--- config.mk ---
export PLATFORM = sky130hd
export DESIGN_NAME = gtpg_top
export DESIGN_NICKNAME = d
export VERILOG_FILES = /design/src/logic/gtpg_pkg.sv /design/src/logic/gtpg_fifo.sv /design/src/logic/gtpg_top.sv
export VERILOG_INCLUDE_DIRS = /design/src /design/src/logic
export SDC_FILE = /design/constraint.sdc
export NUM_CORES = 1
export LEC_CHECK = 0
export BUFFER_PORTS_ARGS = -buffer_cell sky130_fd_sc_hd__buf_2
export CAP_MARGIN = 20
export CORE_MARGIN = 2
export CORE_UTILIZATION = 52
export DETAILED_ROUTE_END_ITERATION = 8
export HOLD_SLACK_MARGIN = 0.02
export PLACE_DENSITY = 0.82
export SYNTH_ARGS = -nofsm -noshare
export SYNTH_HDL_FRONTEND = slang
export SYNTH_SLANG_ARGS = --single-unit
--- constraint.sdc ---
create_clock -name ref_clk -period 3.1 [get_ports ref_clk]
set_input_delay 0.62 -clock ref_clk [delete_from_list [all_inputs] [get_ports ref_clk]]
set_output_delay 0.62 -clock ref_clk [all_outputs]
set_load 0.05 [all_outputs]
--- src/logic/gtpg_cfg.svh ---
// Purpose: Constants for the transmit test-pattern generator.
// Assumes: ref_clk at 25 MHz, 125 MHz symbol rate reached by a symbol enable.
// Notes:   Register offsets are byte addresses on APB.
`ifndef GTPG_CFG_SVH
`define GTPG_CFG_SVH

`define GTPG_CLK_PERIOD_NS    40
`define GTPG_SYMBOL_NS        8
`define GTPG_SYM_DIV          ((`GTPG_CLK_PERIOD_NS < `GTPG_SYMBOL_NS) ? 1 : 1)
`define GTPG_CTRL_OFF         12'h000
`define GTPG_STAT_OFF         12'h004
`define GTPG_LFSR_OFF         12'h008
`define GTPG_MODE_LSB         0
`define GTPG_CLKEN_BIT        4
`define GTPG_CTRL_RESET       32'h0000_0000
`define GTPG_LFSR_SEED        11'h7ff
`define GTPG_SYM_POS2         3'h2
`define GTPG_SYM_NEG2         3'h6
`define GTPG_FIFO_DEPTH       8

`endif

--- src/logic/gtpg_pkg.sv ---
// Purpose: Types for the transmit test-pattern generator.
// Assumes: Nothing beyond the constants header.
// Notes:   Mode codes are one-hot.
package gtpg_pkg;
  typedef enum logic [3:0] {
    GTPG_NORMAL = 4'b0001,
    GTPG_MODE2  = 4'b0010,
    GTPG_MODE3  = 4'b0100,
    GTPG_MODE4  = 4'b1000
  } gtpg_mode_e;
  typedef logic [2:0] gtpg_sym_t;
endpackage : gtpg_pkg

--- src/logic/gtpg_fifo.sv ---
// Purpose: Small flip-flop FIFO with valid and ready on both sides.
// Assumes: One clock, synchronous reset.
// Notes:   Full and empty are exact.
module gtpg_fifo #(
  parameter int WIDTH = 3,
  parameter int DEPTH = 8
) (
  input  wire logic             ref_clk,
  input  wire logic             srst,
  input  wire logic             in_valid,
  output logic                  in_ready,
  input  wire logic [WIDTH-1:0] in_data,
  output logic                  out_valid,
  input  wire logic             out_ready,
  output logic      [WIDTH-1:0] out_data
);
  localparam int AW = $clog2(DEPTH);
  logic [WIDTH-1:0] mem_r [DEPTH];
  logic [AW-1:0]    wr_r;
  logic [AW-1:0]    rd_r;
  logic [AW:0]      cnt_r;
  logic             push;
  logic             pop;

  assign in_ready  = (cnt_r != (AW+1)'(DEPTH));
  assign out_valid = (cnt_r != '0);
  assign push      = in_valid && in_ready;
  assign pop       = out_valid && out_ready;
  assign out_data  = mem_r[rd_r];

  always_ff @(posedge ref_clk) begin
    if (push) begin
      mem_r[wr_r] <= in_data;
    end
  end

  always_ff @(posedge ref_clk) begin
    if (srst) begin
      wr_r  <= '0;
      rd_r  <= '0;
      cnt_r <= '0;
    end else begin
      if (push) begin
        wr_r <= (wr_r == AW'(DEPTH-1)) ? '0 : wr_r + 1'b1;
      end
      if (pop) begin
        rd_r <= (rd_r == AW'(DEPTH-1)) ? '0 : rd_r + 1'b1;
      end
      cnt_r <= cnt_r + (AW+1)'(push) - (AW+1)'(pop);
    end
  end
endmodule : gtpg_fifo

--- src/logic/gtpg_top.sv ---
// Purpose: Transmit test-pattern generator for a four-pair twisted-pair PHY.
// Assumes: ref_clk is the symbol-domain clock; sym_en marks each symbol period.
// Notes:   Symbols are 3-bit two's complement levels -2..+2.
// What this block does
// - Mode 2 times symbols from the local reference; master timing selected.
// - Mode 3 sends +2, -2 repeatedly on all four channels.
// - Mode 3 times symbols from the recovered clock; slave timing selected.
// - Mode 4 sends symbols from a maximum-length scrambler generator.
// - Mode 4 forms three bits from scrambler taps, maps them to a level.
// - Mode 4 advances the shift register once per symbol period.
// - Mode 4 presents the same symbol to all four transmitters.
// - Mode 4 times symbols from the local reference; master timing selected.
// - The transmit symbol clock is observable on an output.
// - A control bit forces the transmit symbol clock output on.
// - Mode 2 sends +2, -2 repeatedly on all four channels.
// - Test modes change the symbols fed to the transmitter; mode 3 also selects slave timing.
//
// Added by the designer: the register addresses and register access over APB.
`include "gtpg_cfg.svh"

module gtpg_top (
  input  wire logic        ref_clk,
  input  wire logic        srst,
  input  wire logic        sym_en,
  input  wire logic        tx_clk_in,
  input  wire logic        tclk_out_default_en,
  input  wire logic [2:0]  normal_sym_a,
  input  wire logic [2:0]  normal_sym_b,
  input  wire logic [2:0]  normal_sym_c,
  input  wire logic [2:0]  normal_sym_d,
  input  wire logic        psel,
  input  wire logic        penable,
  input  wire logic        pwrite,
  input  wire logic [11:0] paddr,
  input  wire logic [31:0] pwdata,
  output logic      [31:0] prdata,
  output logic             pready,
  output logic             pslverr,
  output logic      [2:0]  tx_sym_a,
  output logic      [2:0]  tx_sym_b,
  output logic      [2:0]  tx_sym_c,
  output logic      [2:0]  tx_sym_d,
  output logic             tx_sym_valid,
  output logic             timing_master,
  output logic             transmit_symbol_clock_out
);
  // ==========================================================================
  // Register interface.
  logic [3:0]            mode_req_r;
  logic                  clk_force_r;
  gtpg_pkg::gtpg_mode_e  mode_r;
  logic [10:0]           lfsr_r;
  logic                  phase_r;
  logic                  apb_wr;
  logic                  apb_rd;
  logic                  fifo_in_ready;
  logic                  fifo_out_valid;
  gtpg_pkg::gtpg_sym_t   fifo_out;
  gtpg_pkg::gtpg_sym_t   test_sym;
  logic                  sym_step;
  logic [2:0]            tclk_sync_r;
  logic                  tclk_stable_r;
  gtpg_pkg::gtpg_mode_e  mode_nxt;
  logic                  phase_use;
  logic                  push_req;
  logic                  push_sym;
  gtpg_pkg::gtpg_sym_t   last_sym_r;

  assign apb_wr  = psel && penable && pwrite;
  // Read data is captured in the setup cycle, so it already stands at the access edge.
  assign apb_rd  = psel && !penable && !pwrite;
  assign pready  = 1'b1;
  assign pslverr = psel && penable && (paddr != `GTPG_CTRL_OFF) && (paddr != `GTPG_STAT_OFF)
                   && (paddr != `GTPG_LFSR_OFF);

  always_ff @(posedge ref_clk) begin
    if (srst) begin
      mode_req_r  <= 4'h0;
      clk_force_r <= 1'b0;
    end else if (apb_wr && paddr == `GTPG_CTRL_OFF) begin
      mode_req_r  <= pwdata[`GTPG_MODE_LSB +: 4];
      clk_force_r <= pwdata[`GTPG_CLKEN_BIT];
    end
  end

  always_ff @(posedge ref_clk) begin
    if (srst) begin
      prdata <= 32'h0000_0000;
    end else if (apb_rd) begin
      unique case (paddr)
        `GTPG_CTRL_OFF: prdata <= {27'h000_0000, clk_force_r, mode_req_r};
        `GTPG_STAT_OFF: prdata <= {26'h000_0000, fifo_out_valid, timing_master, mode_r};
        `GTPG_LFSR_OFF: prdata <= {21'h00_0000, lfsr_r};
        default:        prdata <= 32'h0000_0000;
      endcase
    end
  end

  // ==========================================================================
  // Mode switching at symbol boundaries.
  function automatic gtpg_pkg::gtpg_mode_e decode_mode(input logic [3:0] req);
    unique case (req)
      4'h2:    decode_mode = gtpg_pkg::GTPG_MODE2;
      4'h3:    decode_mode = gtpg_pkg::GTPG_MODE3;
      4'h4:    decode_mode = gtpg_pkg::GTPG_MODE4;
      default: decode_mode = gtpg_pkg::GTPG_NORMAL;
    endcase
  endfunction : decode_mode

  assign sym_step = sym_en && fifo_in_ready;
  // A symbol taken at a boundary already belongs to the mode that starts there, so source and
  // timing change on the same edge; normal traffic bypasses the buffer.
  assign mode_nxt = decode_mode(mode_req_r);
  assign push_req = sym_en && (mode_nxt != gtpg_pkg::GTPG_NORMAL);
  assign push_sym = push_req && fifo_in_ready;

  always_ff @(posedge ref_clk) begin
    if (srst) begin
      mode_r <= gtpg_pkg::GTPG_NORMAL;
    end else if (sym_step) begin
      mode_r <= decode_mode(mode_req_r);
    end
  end

  // Master in mode 2 and 4, slave in mode 3; normal traffic also selects master.
  always_ff @(posedge ref_clk) begin
    if (srst) begin
      timing_master <= 1'b1;
    end else if (sym_step) begin
      unique case (decode_mode(mode_req_r))
        gtpg_pkg::GTPG_MODE2:  timing_master <= 1'b1;
        gtpg_pkg::GTPG_MODE3:  timing_master <= 1'b0;
        gtpg_pkg::GTPG_MODE4:  timing_master <= 1'b1;
        gtpg_pkg::GTPG_NORMAL: timing_master <= 1'b1;
      endcase
    end
  end

  // ==========================================================================
  // Pattern sources.
  // The alternation restarts at +2 whenever a pattern mode is entered.
  assign phase_use = (mode_nxt == mode_r) && phase_r;

  always_ff @(posedge ref_clk) begin
    if (srst) begin
      phase_r <= 1'b0;
    end else if (push_sym) begin
      phase_r <= ~phase_use;
    end
  end

  // 11-bit maximal-length register, one step per mode 4 symbol.
  always_ff @(posedge ref_clk) begin
    if (srst) begin
      lfsr_r <= `GTPG_LFSR_SEED;
    end else if (push_sym && mode_nxt == gtpg_pkg::GTPG_MODE4) begin
      lfsr_r <= {lfsr_r[9:0], lfsr_r[10] ^ lfsr_r[8]};
    end
  end

  function automatic gtpg_pkg::gtpg_sym_t map_sym(input logic [2:0] x);
    unique case (x)
      3'h0:    map_sym = 3'h0;
      3'h1:    map_sym = 3'h1;
      3'h2:    map_sym = 3'h2;
      3'h3:    map_sym = 3'h7;
      3'h4:    map_sym = 3'h6;
      3'h5:    map_sym = 3'h0;
      3'h6:    map_sym = 3'h1;
      default: map_sym = 3'h7;
    endcase
  endfunction : map_sym

  logic scrambler_derived_bit_a;
  logic scrambler_derived_bit_b;
  logic scrambler_derived_bit_c;
  assign scrambler_derived_bit_a = lfsr_r[0];
  assign scrambler_derived_bit_b = lfsr_r[1] ^ lfsr_r[4];
  assign scrambler_derived_bit_c = lfsr_r[2] ^ lfsr_r[7];

  always_comb begin
    unique case (mode_nxt)
      gtpg_pkg::GTPG_MODE2,
      gtpg_pkg::GTPG_MODE3: test_sym = phase_use ? `GTPG_SYM_NEG2 : `GTPG_SYM_POS2;
      gtpg_pkg::GTPG_MODE4: test_sym = map_sym({scrambler_derived_bit_c, scrambler_derived_bit_b,
                                                scrambler_derived_bit_a});
      default:              test_sym = normal_sym_a;
    endcase
  end

  // ==========================================================================
  // Symbol buffer and output stage; test symbols share one lane.
  gtpg_fifo #(
    .WIDTH (3),
    .DEPTH (`GTPG_FIFO_DEPTH)
  ) u_fifo (
    .ref_clk   (ref_clk),
    .srst      (srst),
    .in_valid  (push_req),
    .in_ready  (fifo_in_ready),
    .in_data   (test_sym),
    .out_valid (fifo_out_valid),
    .out_ready (1'b1),
    .out_data  (fifo_out)
  );

  always_ff @(posedge ref_clk) begin
    if (srst) begin
      tx_sym_a     <= 3'h0;
      tx_sym_b     <= 3'h0;
      tx_sym_c     <= 3'h0;
      tx_sym_d     <= 3'h0;
      tx_sym_valid <= 1'b0;
    end else begin
      tx_sym_valid <= fifo_out_valid;
      if (mode_r == gtpg_pkg::GTPG_NORMAL) begin
        tx_sym_a <= normal_sym_a;
        tx_sym_b <= normal_sym_b;
        tx_sym_c <= normal_sym_c;
        tx_sym_d <= normal_sym_d;
      end else if (fifo_out_valid) begin
        tx_sym_a <= fifo_out;
        tx_sym_b <= fifo_out;
        tx_sym_c <= fifo_out;
        tx_sym_d <= fifo_out;
      end
    end
  end

  // ==========================================================================
  // Symbol clock observation: three-stage sampler, agreement of stages two and three.
  always_ff @(posedge ref_clk) begin
    if (srst) begin
      tclk_sync_r   <= 3'h0;
      tclk_stable_r <= 1'b0;
    end else begin
      tclk_sync_r <= {tclk_sync_r[1:0], tx_clk_in};
      if (tclk_sync_r[2] == tclk_sync_r[1]) begin
        tclk_stable_r <= tclk_sync_r[2];
      end
    end
  end

  always_ff @(posedge ref_clk) begin
    if (srst) begin
      transmit_symbol_clock_out <= 1'b0;
    end else begin
      transmit_symbol_clock_out <= (clk_force_r || tclk_out_default_en) && tclk_stable_r;
    end
  end

  // ==========================================================================
  // Checks.
  mode_sync_a: assert property (@(posedge ref_clk) disable iff (srst)
    !sym_step |=> $stable(mode_r)) else $error("mode changed off a symbol boundary");
  slave_mode3_a: assert property (@(posedge ref_clk) disable iff (srst)
    mode_r == gtpg_pkg::GTPG_MODE3 |-> !timing_master) else $error("mode 3 not slave");
  master_mode24_a: assert property (@(posedge ref_clk) disable iff (srst)
    (mode_r == gtpg_pkg::GTPG_MODE2 || mode_r == gtpg_pkg::GTPG_MODE4) |-> timing_master)
    else $error("mode 2 or 4 not master");
  lfsr_step_a: assert property (@(posedge ref_clk) disable iff (srst)
    !sym_step |=> $stable(lfsr_r)) else $error("scrambler moved without a symbol");
  lanes_equal_a: assert property (@(posedge ref_clk) disable iff (srst)
    $past(mode_r) != gtpg_pkg::GTPG_NORMAL && $past(fifo_out_valid) |->
    tx_sym_a == tx_sym_b && tx_sym_c == tx_sym_d && tx_sym_a == tx_sym_c)
    else $error("lanes differ in test mode");
  alt_pattern_a: assert property (@(posedge ref_clk) disable iff (srst)
    push_sym && mode_nxt == gtpg_pkg::GTPG_MODE3 |-> test_sym == `GTPG_SYM_POS2 || test_sym == `GTPG_SYM_NEG2)
    else $error("bad alternating symbol");
  normal_pass_a: assert property (@(posedge ref_clk) disable iff (srst)
    mode_r == gtpg_pkg::GTPG_NORMAL |=> tx_sym_d == $past(normal_sym_d))
    else $error("normal traffic altered");
  clk_off_a: assert property (@(posedge ref_clk) disable iff (srst)
    !clk_force_r && !tclk_out_default_en |=> !transmit_symbol_clock_out)
    else $error("symbol clock out while disabled");

  // ==========================================================================
  // Pattern, timing and bus checks.
  // Last test symbol taken, for the alternation checks below.
  always_ff @(posedge ref_clk) begin
    if (srst) begin
      last_sym_r <= 3'h0;
    end else if (push_sym) begin
      last_sym_r <= test_sym;
    end
  end

  alt_mode2_a: assert property (@(posedge ref_clk) disable iff (srst)
    push_sym && mode_nxt == gtpg_pkg::GTPG_MODE2 |-> test_sym == `GTPG_SYM_POS2 || test_sym == `GTPG_SYM_NEG2)
    else $error("bad mode 2 symbol");
  alt_swap2_a: assert property (@(posedge ref_clk) disable iff (srst)
    push_sym && mode_nxt == gtpg_pkg::GTPG_MODE2 && mode_r == gtpg_pkg::GTPG_MODE2 |-> test_sym != last_sym_r)
    else $error("mode 2 pattern did not alternate");
  alt_swap3_a: assert property (@(posedge ref_clk) disable iff (srst)
    push_sym && mode_nxt == gtpg_pkg::GTPG_MODE3 && mode_r == gtpg_pkg::GTPG_MODE3 |-> test_sym != last_sym_r)
    else $error("mode 3 pattern did not alternate");
  alt_start_a: assert property (@(posedge ref_clk) disable iff (srst)
    push_sym && mode_nxt != mode_r && (mode_nxt == gtpg_pkg::GTPG_MODE2 || mode_nxt == gtpg_pkg::GTPG_MODE3)
    |-> test_sym == `GTPG_SYM_POS2) else $error("alternation did not start at +2");
  scr_level_a: assert property (@(posedge ref_clk) disable iff (srst)
    push_sym && mode_nxt == gtpg_pkg::GTPG_MODE4 |-> test_sym inside {3'h0, 3'h1, 3'h2, 3'h6, 3'h7})
    else $error("scrambler symbol off the five levels");
  lfsr_moves_a: assert property (@(posedge ref_clk) disable iff (srst)
    push_sym && mode_nxt == gtpg_pkg::GTPG_MODE4 |=> lfsr_r != $past(lfsr_r))
    else $error("scrambler did not step with a symbol");
  lfsr_live_a: assert property (@(posedge ref_clk) disable iff (srst)
    lfsr_r != 11'h000) else $error("scrambler locked at zero");
  lfsr_idle_a: assert property (@(posedge ref_clk) disable iff (srst)
    mode_nxt != gtpg_pkg::GTPG_MODE4 |=> $stable(lfsr_r))
    else $error("scrambler moved outside mode 4");
  master_step_a: assert property (@(posedge ref_clk) disable iff (srst)
    sym_step && mode_nxt == gtpg_pkg::GTPG_MODE2 |=> timing_master)
    else $error("mode 2 entry not master");
  slave_step_a: assert property (@(posedge ref_clk) disable iff (srst)
    sym_step && mode_nxt == gtpg_pkg::GTPG_MODE3 |=> !timing_master)
    else $error("mode 3 entry not slave");
  master_mode4_a: assert property (@(posedge ref_clk) disable iff (srst)
    mode_r == gtpg_pkg::GTPG_MODE4 |-> timing_master)
    else $error("mode 4 not master");
  tclk_force_a: assert property (@(posedge ref_clk) disable iff (srst)
    clk_force_r && tclk_stable_r |=> transmit_symbol_clock_out)
    else $error("forced symbol clock missing");
  tclk_follow_a: assert property (@(posedge ref_clk) disable iff (srst)
    clk_force_r || tclk_out_default_en |=> transmit_symbol_clock_out == $past(tclk_stable_r))
    else $error("symbol clock out does not follow the clock");
  normal_lanes_a: assert property (@(posedge ref_clk) disable iff (srst)
    mode_r == gtpg_pkg::GTPG_NORMAL |=> tx_sym_a == $past(normal_sym_a) && tx_sym_b == $past(normal_sym_b)
    && tx_sym_c == $past(normal_sym_c))
    else $error("normal traffic altered on a lane");
  test_hold_a: assert property (@(posedge ref_clk) disable iff (srst)
    mode_r != gtpg_pkg::GTPG_NORMAL && !fifo_out_valid |=> $stable(tx_sym_a) && $stable(tx_sym_d))
    else $error("test symbol changed without a new symbol");
  ctrl_write_a: assert property (@(posedge ref_clk) disable iff (srst)
    psel && penable && pwrite && paddr == `GTPG_CTRL_OFF |=> {28'h000_0000, mode_req_r} == ($past(pwdata) & 32'h0000_000f))
    else $error("mode select write lost");
  bad_addr_a: assert property (@(posedge ref_clk) disable iff (srst)
    psel && penable && pslverr |=> $stable(mode_req_r) && $stable(clk_force_r))
    else $error("refused write changed control");
  pslverr_map_a: assert property (@(posedge ref_clk) disable iff (srst)
    psel && penable && paddr == `GTPG_CTRL_OFF |-> !pslverr)
    else $error("control access refused");
  sym_room_a: assert property (@(posedge ref_clk) disable iff (srst)
    sym_en |-> fifo_in_ready) else $error("symbol refused by the buffer");
endmodule : gtpg_top

==> metrics.cfg <==
[final_layout]
regArea_sq_um = 2000
finalNonFillerCells = 543
diodes = 0
multi_input_area_sq_um = 1730
final_nets = 514
final_cell_mix = dfxtp_1 (64), buf_2 (63), nor2_1 (36)
fillers = 613
final_layout_size_suffix_gt1_frac = 0.214
syn_to_final_growth_pct = 12.9
final_common_cell = dfxtp_1

[detailed_routing]
final_antenna_net_count = 0
drc = 0
vias_per_cell = 5.35
dr.pass1.iters = 4
routed_wl_mm = 7.59
routedWlPerCell_um = 14.0
drtIter0Drc = 214
num_vias = 2903

[sta]
setup_viol = 0
fin_skew_ns = 0.00973
tightest_slew_ns = 0.785
min_period_ns = 2.57
rsz0062_at_grt = no
hold_violations = 0
fin_crit_sh = 0.829
fin_tns_setup_ns = 0
drv_slew = 0
max_freq_mhz = 389
slew_headroom = 0.475
layout_setup_ws_ns = 0.530

[clocking]
cts_num_sinks = 88
cts_tree = done
root_buffer = clkbuf_8
clk_latency_ns = 0.36
htree_levels = 3
cts_setup_buffers = 0
cts.clk_slew.worst_paths_ns = 0.08
cts_buffer_depth = 2
hold_buffers = 0
cts_resized = 0
cts_buffers = 9

[power_and_ir_drop]
clockPowerShare = 0.297
netSwitchingFraction = 0.303
pwr-share-comb = 0.213
power_switching_w = 0.000821
intPower_w = 0.00189
leakage_nw = 1.91
power_density_nw_per_um2 = 605
p_seq_frac = 0.490
finalPower_w = 0.00271
peakVddDrop_v = 0.000263

[yosys]
synth_cells = 379
ys.flop_type = dfxtp_1
ys_seq_area_frac = 0.504
synth_seq_cells = 88
async_flop_share = 0
yosysWarnings = 0
synth_edf_count = 24
synthesis.area_sq_um = 3970
yosysUniqueCellTypes = 45
syn_area_per_cell_sq_um = 10.5

[hold_path]
hold_path.class = flop to flop

[worst_setup_path]
path_common_cell = buf_2
arrival_ns = 1.95
crit_end = pslverr
critPathSlowestCell = or4_4
endpoint_kind = primary output
crit_start = paddr[7]
slowest_delay_ns = 0.57
reg2reg_from = u_fifo.cnt_r[2]$_SDFF_PP0_
crit_family = simple AND/OR/NAND/NOR gates
cp.required_ns = 2.48
cp_num_cells = 5
cp_cell_sequence = buf_2 -> or4_4 -> nor4_2 -> a21oi_1 -> buf_2
crit_fanout = 3
critical_path_buf_inv_count = 2
r2r_slack_ns = 0.73
criticalPathCategory = primary input to primary output
rr_endpoint = u_fifo.cnt_r[1]$_SDFF_PP0_
cp-start-kind = primary input
ff2ff_path_depth = 9

[placement]
pre_cts_slack_ns = 0.524
hpwl_mm = 5.46
io_buffers = 63
routabilityCongestion = 0.748
dp.cells = 527

[grt]
grt_pass1_vias = 2764
grt_antenna_before_repair = 0
grt_max_degree = 35
grtUsageMet1 = 0.229
grt_pass1_wl_mm = 12.5
grtUsageMet3 = 0.0473
grtUsageMet2 = 0.313
overflow = 0
grt_usage = 0.188
top_usage_layer = met2

[floorplan]
ios = 113
coreArea_sq_um = 7330
die_w_um = 91.4
die_y_um = 91.4
rows = 31
fp.dieArea_sq_um = 8350
start_util = 0.542

[run_status]
status = finished clean

[run]
drv_cap = 0

power by group through the flow:
stage	Clock, W	Combinational, W	Sequential [W]
2_1_floorplan	0	0.000457	0.00136
3_3_place_gp	0	0.000559	0.00135
3_5_place_dp	0	0.000579	0.00135
4_1_cts	0.000823	0.000584	0.00133
5_1_grt	0.000881	0.000658	0.00134
6_report	0.000807	0.000578	0.00133
sequential cells by signal, summed over array words and instances, names as in the netlist, named ones only:
| name | count |
|---|---|
| tx_sym_b | 3 |
| mode_r | 4 |
| mode_req_r | 4 |
| timing_master | 1 |
| phase_r | 1 |
| u_fifo.rd_r | 3 |
| tx_sym_valid | 1 |
| u_fifo.cnt_r | 4 |
| tclk_sync_r | 3 |
| prdata | 11 |
| lfsr_r | 11 |
| tx_sym_c | 3 |
| u_fifo.mem_r | 24 |
| tx_sym_a | 3 |
| tclk_stable_r | 1 |
| transmit_symbol_clock_out | 1 |
| clk_force_r | 1 |
| u_fifo.wr_r | 3 |
| tx_sym_d | 3 |
cell usage after synthesis (all sizes together) (2+ instances only):
master	n	share of area
a21o	2	0.0038
xor2	2	0.0044
or3	4	0.0063
nor4b	4	0.013
nand3	5	0.0063
or4	2	0.0057
ha	10	0.032
dfxtp	64	0.32
conb	2	0.0019
clkbuf	9	0.0085
xnor2	4	0.0088
edfxtp	24	0.18
nor2	36	0.034
a221oi	2	0.0044
buf	29	0.053
nor2b	8	0.013
a21oi	16	0.020
or3b	4	0.0088
nand2	18	0.017
nor3	6	0.0076
nand2b	2	0.0032
nor3b	6	0.013
o21ai	13	0.016
a22o	7	0.015
a22oi	20	0.038
nor4	6	0.016
nand4	4	0.0063
a211o	12	0.026
inv	20	0.019
o2bb2ai	5	0.011
mux2i	25	0.063
how the worst min path moves through the flow:
stage	start	end	slack [ns]	cells past startpoint
floorplan	tclk_sync_r[0]$_SDFF_PP0_	tclk_sync_r[1]$_SDFF_PP0_	0.41	1
global placement	tclk_sync_r[0]$_SDFF_PP0_	tclk_sync_r[1]$_SDFF_PP0_	0.42	1
detailed placement	tclk_sync_r[0]$_SDFF_PP0_	tclk_sync_r[1]$_SDFF_PP0_	0.43	1
CTS	tclk_sync_r[0]$_SDFF_PP0_	tclk_sync_r[1]$_SDFF_PP0_	0.45	1
global route	tclk_sync_r[0]$_SDFF_PP0_	tclk_sync_r[1]$_SDFF_PP0_	0.48	1
finish	tclk_sync_r[0]$_SDFF_PP0_	tclk_sync_r[1]$_SDFF_PP0_	0.44	1
worst register-to-register path, stage by stage (launching register included):
cell      delay, ns
dfxtp_1        0.31
inv_1          0.09
ha_1           0.15
or3b_2         0.54
o211ai_2       0.24
inv_1          0.14
ha_1           0.26
inv_1          0.08
fa_1           0.41
nor2_1         0.10
layout make-up:
type | count | share of cell area
Sequential cell | 88 | 0.446
Clock inverter | 5 | 0.0123
Inverter | 20 | 0.0167
Clock buffer | 11 | 0.0338
Tap cell | 99 | 0.0276
Timing Repair Buffer | 67 | 0.0770
Multi-Input combinational cell | 253 | 0.386
per-layer routing:
| metal | part of all wire | vias to the layer above |
|---|---|---|
| li1 | - | 1444 |
| met1 | 0.43 | 1343 |
| met2 | 0.48 | 104 |
| met3 | 0.070 | 12 |
| met4 | 0.016 | 0 |
| met5 | 0 | - |
through the flow:
| stage | hold WS, ns | cell area, sq um | utilization |
|---|---|---|---|
| 3_3_place_gp | 0.418 | 4280 | 0.584 |
| 3_5_place_dp | 0.428 | 4280 | 0.584 |
| 4_1_cts | 0.448 | 4490 | 0.612 |
| 6_report | 0.439 | 4490 | 0.612 |
| 2_1_floorplan | 0.414 | 4050 | - |
| 5_1_grt | 0.479 | 4490 | 0.612 |
cells by family after synthesis:
kind of cell / share of synthesized area
buf+inv: 0.0800
fa+ha+maj: 0.0365
simple gates: 0.155
flops: 0.504
mux: 0.0630
compound gates: 0.147
other cells: 0.00189
xor+xnor: 0.0132
(Power assumes the default switching activity.)
